--- src/hw/vird_pkg.sv ---
// shared constants and carrier types for the interrupt and reset dispatch block
package vird_pkg;
	localparam int NSW = 8;
	localparam int NPER = 24;
	localparam int NSRC = NSW + NPER;
	localparam int SRCW = $clog2(NSRC);
	localparam int PRIW = 4;
	localparam int NCAUSE = 4;
	localparam int NCAND = 4;
	localparam int CANDW = 2;
	localparam logic [CANDW-1:0] CAND_LAST = 2'h3;
	// base of the vector table, entries step by four bytes
	localparam logic [31:0] TBL_BASE = 32'h0000_0800;
	localparam logic [15:0] EXT_VEC_OFF = 16'h0040;
	localparam logic [31:0] RST_VEC_OFF = 32'h0000_0004;
	localparam logic [7:0] RESET_CONFIG_HALFWORD_ID = 8'h5a;
	localparam logic [NCAND-1:0][31:0] BOOT_CAND = {
		32'h0003_0000, 32'h0002_0000, 32'h0001_0000, 32'h0000_0000};
	localparam logic [PRIW-1:0] PRI_RST = 4'h0;
	localparam logic [31:0] BOOT_VEC_RST = 32'h0000_0000;

	typedef enum logic [1:0] {
		IRQ_IDLE = 2'b00,
		IRQ_PRESENT = 2'b01,
		IRQ_ACTIVE = 2'b11
	} vird_irq_t;

	typedef enum logic [1:0] {
		BOOT_READ = 2'b00,
		BOOT_WAIT = 2'b01,
		BOOT_DONE = 2'b11,
		BOOT_FAIL = 2'b10
	} vird_boot_t;

	typedef struct packed {
		logic req;
		logic [15:0] vec_off;
		logic fetch_valid;
		logic [31:0] fetch_addr;
		logic [SRCW-1:0] src;
		logic [PRIW-1:0] prio;
	} vird_core_t;

	typedef struct packed {
		logic rd_req;
		logic [31:0] rd_addr;
	} vird_flash_t;

	typedef struct packed {
		logic safe_mode;
		logic clk_sel_rc;
		logic flash_en;
	} vird_mode_t;

	typedef struct packed {
		vird_irq_t irq;
		logic [SRCW-1:0] src;
		logic [PRIW-1:0] prio;
		logic fetch_valid;
		logic [31:0] fetch_addr;
		logic [NSW-1:0] sw_flag;
		vird_boot_t boot;
		logic [CANDW-1:0] cand;
		logic [31:0] boot_vec;
		logic [NCAUSE-1:0] ev_s1;
		logic [NCAUSE-1:0] ev_s2;
		logic [NCAUSE-1:0] ev_prev;
		logic [NCAUSE-1:0] rst_status;
		logic safe_mode;
		logic nmi_req;
		logic sys_reset_req;
	} vird_state_t;
endpackage

--- src/hw/vird_dispatch.sv ---
// interrupt priority dispatch, boot vector search and reset event handling
// Functional notes
// sixteen priority levels; eight software flag sources beside peripheral sources.
// every request reaches the core through the external input vector offset.
// hardware vector mode fetches a per-source table entry; software fills table first.
// software vector mode: one handler reads active source, then uses jump table.
// table entries step four bytes; software flags 0..7 start at table base.
// core saves no general registers automatically; handler code does it.
// machine state register bits enable the core exception classes.
// a reset event may be handled as a non-maskable interrupt instead.
// all resets share one vector; cause is read from reset status bits.
// boot checks candidate flash locations, skipping those without valid config halfword.
// reset event as interrupt forces fallback mode on rc oscillator, flash on.
// highest priority pending request is presented; others wait until completion.
module vird_dispatch
	import vird_pkg::*;
(
	input wire logic sys_clk,
	input wire logic rst,
	input wire logic [NPER-1:0] periph_req,
	input wire logic [NSW-1:0] sw_flag_set,
	input wire logic [NSW-1:0] sw_flag_clr,
	input wire logic [NSRC-1:0][PRIW-1:0] prio_cfg,
	input wire logic hw_vector_mode,
	input wire logic [31:0] vec_base,
	input wire logic msr_ext_enable,
	input wire logic core_ack,
	input wire logic core_eoi,
	output vird_core_t core,
	output vird_flash_t flash,
	input wire logic flash_rd_valid,
	input wire logic [15:0] flash_rd_data,
	output logic boot_done,
	output logic boot_fail,
	output logic [31:0] reset_vector,
	input wire logic [NCAUSE-1:0] reset_event,
	input wire logic [NCAUSE-1:0] rst_status_clr,
	input wire logic reset_as_nmi,
	input wire logic nmi_ack,
	input wire logic safe_exit,
	input wire logic flash_en_cfg,
	output logic [NCAUSE-1:0] rst_status,
	output logic nmi_req,
	output logic sys_reset_req,
	output vird_mode_t mode
);
	vird_state_t st;
	vird_state_t next_st;
	logic [NSRC-1:0] pend;
	logic [PRIW-1:0] best_prio;
	logic [SRCW-1:0] best_src;
	logic any_elig;
	logic [NCAUSE-1:0] ev_new;

	// pending set: software flags low
	assign pend = {periph_req, st.sw_flag};

	// highest priority wins, lowest index on a tie
	always_comb begin
		best_prio = PRI_RST;
		best_src = '0;
		for (int i = 0; i < NSRC; i++) begin
			if (pend[i] && prio_cfg[i] > best_prio) begin
				best_prio = prio_cfg[i];
				best_src = SRCW'(i);
			end
		end
	end
	// priority zero disables a source
	assign any_elig = best_prio != PRI_RST;

	// edges seen only after two flops, first flop read by second only
	assign ev_new = st.ev_s2 & ~st.ev_prev;

	always_comb begin
		next_st = st;
		next_st.sys_reset_req = 1'b0;
		next_st.ev_s1 = reset_event;
		next_st.ev_s2 = st.ev_s1;
		next_st.ev_prev = st.ev_s2;
		// flags: set wins over clear
		next_st.sw_flag = (st.sw_flag & ~sw_flag_clr) | sw_flag_set;

		// candidate search for a valid halfword
		case (st.boot)
			BOOT_READ: begin
				next_st.boot = BOOT_WAIT;
			end
			BOOT_WAIT: begin
				if (flash_rd_valid) begin
					if (flash_rd_data[7:0] == RESET_CONFIG_HALFWORD_ID) begin
						next_st.boot = BOOT_DONE;
						next_st.boot_vec = BOOT_CAND[st.cand] + RST_VEC_OFF;
					end else if (st.cand == CAND_LAST) begin
						next_st.boot = BOOT_FAIL;
					end else begin
						next_st.cand = st.cand + 2'h1;
						next_st.boot = BOOT_READ;
					end
				end
			end
			BOOT_DONE: next_st.boot = BOOT_DONE;
			BOOT_FAIL: next_st.boot = BOOT_FAIL;
			default: next_st.boot = BOOT_READ;
		endcase

		case (st.irq)
			IRQ_IDLE: begin
				next_st.fetch_valid = 1'b0;
				// external class gated by state register bit
				if (any_elig && msr_ext_enable && st.boot == BOOT_DONE) begin
					next_st.irq = IRQ_PRESENT;
					next_st.src = best_src;
					next_st.prio = best_prio;
				end
			end
			IRQ_PRESENT: begin
				// ack only steers the vector, nothing is stacked
				if (core_ack) begin
					next_st.irq = IRQ_ACTIVE;
					// per-source entry, four-byte steps
					next_st.fetch_valid = hw_vector_mode;
					next_st.fetch_addr = vec_base + TBL_BASE + {25'h0, st.src, 2'b00};
				end
			end
			IRQ_ACTIVE: begin
				// all other requests held off until end, higher ones too
				if (core_eoi) begin
					next_st.irq = IRQ_IDLE;
					next_st.fetch_valid = 1'b0;
				end
			end
			default: next_st.irq = IRQ_IDLE;
		endcase

		// status bits sticky; new event beats clear
		next_st.rst_status = (st.rst_status & ~rst_status_clr) | ev_new;
		if (nmi_ack) begin
			next_st.nmi_req = 1'b0;
		end
		if (safe_exit) begin
			next_st.safe_mode = 1'b0;
		end
		if (ev_new != '0) begin
			if (reset_as_nmi) begin
				// event turned into interrupt
				next_st.nmi_req = 1'b1;
				// fall back to rc clock, flash on
				next_st.safe_mode = 1'b1;
			end else begin
				// full reset through shared vector
				next_st.sys_reset_req = 1'b1;
			end
		end
	end

	always_ff @(posedge sys_clk) begin
		if (rst) begin
			st <= '{irq: IRQ_IDLE, src: '0, prio: PRI_RST, fetch_valid: 1'b0,
				fetch_addr: '0, sw_flag: '0, boot: BOOT_READ, cand: '0,
				boot_vec: BOOT_VEC_RST, ev_s1: '0, ev_s2: '0, ev_prev: '0,
				rst_status: '0, safe_mode: 1'b0, nmi_req: 1'b0,
				sys_reset_req: 1'b0};
		end else begin
			st <= next_st;
		end
	end

	// single vector offset for every request
	assign core.req = st.irq == IRQ_PRESENT;
	assign core.vec_off = EXT_VEC_OFF;
	assign core.fetch_valid = st.fetch_valid;
	assign core.fetch_addr = st.fetch_addr;
	// active source readable by the common handler
	assign core.src = st.src;
	assign core.prio = st.prio;
	assign flash.rd_req = st.boot == BOOT_READ;
	assign flash.rd_addr = BOOT_CAND[st.cand];
	assign boot_done = st.boot == BOOT_DONE;
	assign boot_fail = st.boot == BOOT_FAIL;
	// one vector for all causes
	assign reset_vector = st.boot_vec;
	assign rst_status = st.rst_status;
	assign nmi_req = st.nmi_req;
	assign sys_reset_req = st.sys_reset_req;
	assign mode.safe_mode = st.safe_mode;
	assign mode.clk_sel_rc = st.safe_mode;
	// flash must stay on in fallback whatever the config says
	assign mode.flash_en = st.safe_mode | flash_en_cfg;
endmodule

--- config.mk ---
export PLATFORM = sky130hd
export DESIGN_NAME = vird_dispatch
export DESIGN_NICKNAME = d
export VERILOG_FILES = /design/src/hw/vird_pkg.sv /design/src/hw/vird_dispatch.sv
export SDC_FILE = /design/constraint.sdc
export NUM_CORES = 1
export LEC_CHECK = 0
export ABC_AREA = 1
export BUFFER_PORTS_ARGS = -buffer_cell sky130_fd_sc_hd__buf_2
export CAP_MARGIN = 10
export CORE_MARGIN = 4
export CORE_UTILIZATION = 36
export CTS_BUF_LIST = sky130_fd_sc_hd__clkbuf_4 sky130_fd_sc_hd__clkbuf_8 sky130_fd_sc_hd__clkbuf_16
export DETAILED_ROUTE_END_ITERATION = 16
export PLACE_DENSITY_LB_ADDON = 0.05
export SYNTH_ARGS = -nofsm -noshare
export SYNTH_HDL_FRONTEND = slang
export SYNTH_SLANG_ARGS = --single-unit
--- constraint.sdc ---
create_clock -name sys_clk -period 36.3 [get_ports sys_clk]
set_input_delay 3.63 -clock sys_clk [delete_from_list [all_inputs] [get_ports sys_clk]]
set_output_delay 3.63 -clock sys_clk [all_outputs]
set_load 0.02 [all_outputs]
== After elaboration in Yosys (flattened, before gate mapping) ==
Index checks and enable logic that the tools add are counted.

* Register bits: 107
* Output and inout bits: 135
* Logic and storage cells: 206
* Input bits: 235

* Eq/ne operators: 11
* Magnitude comparators: 33
* Bitwise operators: 12
* Add/sub/neg operators: 4
* Reduce and logical (&&, ||, !) cells: 46
* Muxes and demuxes: 84

{| class="wikitable"
|+ Operators by type and width
! cell !! count
|-
| $mux 5 || 30
|-
| $mux 4 || 32
|-
| $gt 4x4->1 || 31
|-
| $bmux 32 s2 || 1
|-
| $mux 32 || 2
|-
| $mux 36 || 1
|-
| $logic_and 1x1->1 || 34
|-
| $mux 33 || 1
|-
| $add 32x12->32 const B || 1
|-
| $add 32x3->32 const B || 1
|-
| $add 32x7->32 || 1
|-
| $mux 2 || 7
|-
| $mux 11 || 1
|-
| $reduce_and 3->1 || 3
|-
| $and 4x4->4 || 2
|-
| $and 8x8->8 || 1
|-
| $eq 2x2->1 const B || 4
|-
| $eq 8x7->1 const B || 1
|-
| $ne 2x2->1 const B || 4
|-
| $not 4->4 || 2
|-
| $not 8->8 || 1
|-
| $or 8x8->8 || 1
|-
| $pmux 2 s4 || 1
|-
| $reduce_bool 4->1 || 2
|-
| 16 further kinds || 25
|}

== Depth between registers and ports, before layout ==
* Word-level depth: 101
* Depth in mapped cells: 273
* Gate-level depth less buffers: 263

== Least setup slack after synthesis ==
No wires, ideal clock.

* Kind: input to register
* Start: in prio_cfg[0] (netlist name)
* End: reg st (netlist bit core[8])
* Setup time: 115 ps
* Data arrival time: 33,327 ps
* Stages on the path: 269
* Path slack: 2,858 ps
* Cell sequence: o41a_1 -> nand2_1 -> inv_1 -> ha_1 -> nand2_1 -> nor2_1 -> nor2_2 -> nand2_4 -> nand2_1 -> o21ai_0 -> ha_1 -> inv_1 -> o21bai_1 -> nand4_1 -> nand2_4 -> nand2_4 -> nand2_1 -> o21ai_0 -> (+233 left out) -> nand2_4 -> nand2_1 -> nand2_1 -> nand2_1 -> ha_1 -> inv_1 -> nor2_1 -> o211ai_1 -> nand2_1 -> nand2_1 -> inv_1 -> nand2_1 -> nand2_2 -> nor2_2 -> nand2_4 -> buf_6 -> a21oi_1 -> nor2_1

* Longest elaborated chain between the ends: 100
* Elaborated cells between the ends (all ways): 129

{| class="wikitable"
|+ RTL lines
! element !! line !! RTL
|-
| from (decl) || vird_dispatch.sv:23 || <nowiki>input wire logic [NSRC-1:0][PRIW-1:0] prio_cfg,</nowiki>
|-
| $gt 4x1->1 || vird_dispatch.sv:63 || <nowiki>if (pend[i] && prio_cfg[i] > best_prio) begin</nowiki>
|-
| $logic_and 1x1->1 || vird_dispatch.sv:63 ||
|-
| $mux 4 (*) || vird_dispatch.sv:63 ||
|-
| $gt 4x4->1 || vird_dispatch.sv:63 ||
|-
| $logic_and 1x1->1 || vird_dispatch.sv:63 ||
|-
| $mux 4 (*) || vird_dispatch.sv:63 ||
|-
| $gt 4x4->1 || vird_dispatch.sv:63 ||
|-
| $logic_and 1x1->1 || vird_dispatch.sv:63 ||
|-
| (+83 left out) || -- ||
|-
| $logic_and 1x1->1 || vird_dispatch.sv:63 ||
|-
| $mux 4 || vird_dispatch.sv:63 ||
|-
| $gt 4x4->1 || vird_dispatch.sv:63 ||
|-
| $logic_and 1x1->1 || vird_dispatch.sv:63 ||
|-
| $mux 4 || vird_dispatch.sv:63 ||
|-
| $reduce_bool 4->1 || vird_dispatch.sv:70 || <nowiki>assign any_elig = best_prio != PRI_RST;</nowiki>
|-
| $logic_and 1x1->1 (2 in a row) || vird_dispatch.sv:111 || <nowiki>if (any_elig && msr_ext_enable && st.boot == BOOT_DONE) begin</nowiki>
|-
| $reduce_and 2->1 (no line) || -- ||
|-
| to (signal assigned) || vird_dispatch.sv:159 || <nowiki>st <= '{irq: IRQ_IDLE, src: '0, prio: PRI_RST, fetch_valid: 1'b0,</nowiki>
|-
| to (signal assigned) || vird_dispatch.sv:165 || <nowiki>st <= next_st;</nowiki>
|-
| to (decl) || vird_dispatch.sv:47 || <nowiki>vird_state_t st;</nowiki>
|}

Every way passes the cells marked *; elsewhere a longest branch is shown, timed or not.
A chain may end at the register's enable or synchronous reset.

== Final worst setup path ==
* Start: in prio_cfg[2] (netlist name)
* End: reg st (netlist bit core[3])

* Longest elaborated chain between the ends: 100

{| class="wikitable"
|+ RTL lines
! element !! line
|-
| $gt 4x1->1 || vird_dispatch.sv:63
|-
| $logic_and 1x1->1 || vird_dispatch.sv:63
|-
| $mux 4 (*) || vird_dispatch.sv:63
|-
| $gt 4x4->1 || vird_dispatch.sv:63
|-
| $logic_and 1x1->1 || vird_dispatch.sv:63
|-
| $mux 4 (*) || vird_dispatch.sv:63
|-
| $gt 4x4->1 || vird_dispatch.sv:63
|-
| $logic_and 1x1->1 || vird_dispatch.sv:63
|-
| (+83 left out) || --
|-
| $logic_and 1x1->1 || vird_dispatch.sv:63
|-
| $mux 4 (*) || vird_dispatch.sv:63
|-
| $gt 4x4->1 || vird_dispatch.sv:63
|-
| $logic_and 1x1->1 || vird_dispatch.sv:63
|-
| $mux 4 (*) || vird_dispatch.sv:63
|-
| $reduce_bool 4->1 || vird_dispatch.sv:70
|-
| $logic_and 1x1->1 (2 in a row) || vird_dispatch.sv:111
|-
| $reduce_and 2->1 (no line) || --
|}

Marked as above.

==> qor.yml <==
placement:
  globalplace.congestion: 0.803
  numPortBuffers: 286
  dpl.hpwl_um: 24900
  post-place-ws_ns: -0.299
  place_area_mm2: 0.0126
clock_tree:
  hold_buffers: 0
  clock-sinks: 78
  path_clk_slew_ns: 0.06
  cts_root_buf: "clkbuf_16"
  htree_levels: 3
  numCtsBuffers: 9
  clock_path_buffers: 2
  clk_latency_ns: 0.34
  cts_tree: "yes"
synthesis:
  synth_seq_cells: 78
  syn_inst: 1682
  syn_avg_cell_area_um2: 6.56
  synth_top_area_share_pct: 14.1
  yosys_warnings: 0
  synth.largest_area_cell: "dfxtp_1"
  synth_area_leaders: "dfxtp_1, ha_1, inv_1, nand2_1, buf_4"
  netlist_area_mm2: 0.0110
  yosysSeqAreaShare_pct: 14.1
  ys_types: 49
routing:
  drt_iter0_markers: 394
  ant_nets: 0
  wire_per_inst_um: 12.3
  met3_length_um: 1460
  drt_wl_total_um: 29900
  via_per_inst: 4.49
  m1WireLength_um: 13700
  dr.pass1.iters: 5
  drc: 0
  highest_layer: "met5"
  vias: 10935
  route.met2.wl_um: 14600
worst_hold_path:
  min-delay-start: "next_st[14]$_SDFF_PP0_"
  hp-class: "reg -> reg"
timing:
  max_freq_ghz: 0.0299
  setup_ws_ns: 2.86
  hold_violations: 0
  maxSlewViolCount: 0
  period_share_pct: 92.1
  fin_skew_ns: 0.0116
  maxSlewHeadroom_pct: 34.9
  setup_viol: 0
  tightest_slew_ns: 0.974
  period_minus_slack_ns: 33.44
finish:
  final_area_mm2: 0.0139
  filler_cell_count: 3203
  antenna_cells: 0
  drive_above_1_share_pct: 36.7
  syn2layout_area_growth_pct: 26.2
  finalNetCount: 2373
job:
  maxCapViolCount: 0
floorplanning:
  die_height_um: 183
  dieArea_mm2: 0.0335
  io_pins: 370
  die_x_um: 183
  rows: 63
  coreArea_mm2: 0.0300
  start_util_pct: 36.8
worst_setup_path:
  critPathLaunch: "prio_cfg[2]"
  cpPeakStageDelay_ns: 0.44
  start_kind: "input port"
  path_class: "in -> reg"
  cp.required_ns: 36.52
  cp-end-kind: "register"
  crit_arrival_ns: 33.66
  crit_fanout: 9
  r2r_setup_slack_ns: 6.14
  cpMostUsedCell: "nand2_2"
  reg2reg_from: "pend[0]$_SDFF_PP0_"
  crit_slowest_cell: "o41a_1"
global_routing:
  grt-ovfl-total: 0
  grt_pass1_wl_um: 45900
  track_usage_pct: 16.2
  antenna_found_initial: 3
  grt_pass1_vias: 9869
  grt_max_degree: 44
run_status:
  status: "finished, final reports clean"
[logic make-up after synthesis]
logic type / count (synthesis) / share of synthesized area, %
AOI/OAI and AO/OA: 259 / 14.3
xor gates and xnor gates: 21 / 1.67
adders and majority gates: 100 / 11.4
buffers and inverters: 457 / 20.8
DFF: 78 / 14.1
other: 2 / 0.0681
and+or+nand+nor: 765 / 37.6
[per-stage QoR]
step | setup TNS, ns | util [%] | std cells | hold slack (ns)
2_1_floorplan | 0 | - | 1755 | 0.388
3_3_place_gp | -0.765 | 42.2 | 2351 | 0.394
3_5_place_dp | -2.70 | 42.2 | 2351 | 0.393
4_1_cts | 0 | 43.2 | 2367 | 0.402
5_1_grt | -2.15 | 46.5 | 2433 | 0.423
6_report | 0 | 46.5 | 2433 | 0.400
[cells in the mapped netlist, drive strengths merged]
cell type / count
nand2: 384
o41a: 1
clkbuf: 13
inv: 302
or2: 1
fa: 1
o211ai: 6
ha: 99
and3: 1
a41oi: 1
a31oi: 3
nor2: 145
xor2: 12
o21ai: 118
a211oi: 1
nand3: 179
nand3b: 7
or3: 1
nor3: 9
nor4: 2
conb: 2
o31ai: 2
o221ai: 5
nand4: 34
o21a: 5
a21oi: 42
and2: 2
o21bai: 74
xnor2: 9
dfxtp: 78
a21boi: 1
buf: 142
[per-layer routing]
| metal | up-vias | global-route usage [%] |
|---|---|---|
| li1 | 5939 | - |
| met5 | - | 0 |
| met4 | 6 | 1.52 |
| met1 | 4759 | 21.5 |
| met2 | 216 | 28.7 |
| met3 | 15 | 2.52 |
[final cells by class]
type	instances	area, µm²	share of cell area (%)
well taps	390	488	3.50
inverters	302	1140	8.16
repair buffers	421	2470	17.7
clock inverters	5	58.8	0.422
flip-flops and latches	78	1560	11.2
clock buffers	11	246	1.77
multi-input cells	1226	7970	57.2
[layout by cell type, fill, tap and decap left out, types with 32 or more instances in the layout]
master and instances:
a21oi_1 35, buf_2 286, buf_4 131, conb_1 75, dfxtp_1 78, ha_1 92, inv_1 293, nand2_1 237
nand2_2 107, nand2_4 41, nand3_1 139, nand3_2 39, nand4_1 33, nor2_1 86, nor2_2 32, o21ai_0 54
o21bai_1 74
[sequential cells by signal, summed over array words and instances (netlist names)]
name           count
nmi_req            1
reset_vector       3
st                10
mode               1
sys_reset_req      1
next_st            8
rst_status         4
pend               8
core              42
[worst paths after layout]
check | to | cells past startpoint
worst max register to register | core[3]$_SDFFE_PP0P_ | 247
worst max-delay path | core[3]$_SDFFE_PP0P_ | 249
worst min-delay path | next_st[10]$_SDFF_PP0_ | 2
worst min register to register | next_st[10]$_SDFF_PP0_ | 2
[repair_timing]
item                                    4_1_cts  5_1_grt
gates resized for setup                       4      173
pin swaps                                     0      177
endpoints found under the setup margin        9       10
buffers inserted                              0       60
cloned                                        0        6
[critical path: cells and delay by family]
kind | cells | cell delay [ns]
AO/OA/AOI/OAI | 53 | 6.32
AND/OR/NAND/NOR | 134 | 12.83
buffers and inverters | 31 | 1.86
adder cells (fa/ha/maj) | 31 | 8.90
Power is left out: the tool's default activity adds up to more than one toggle a clock period on the data nets, which glitch-free logic cannot reach.
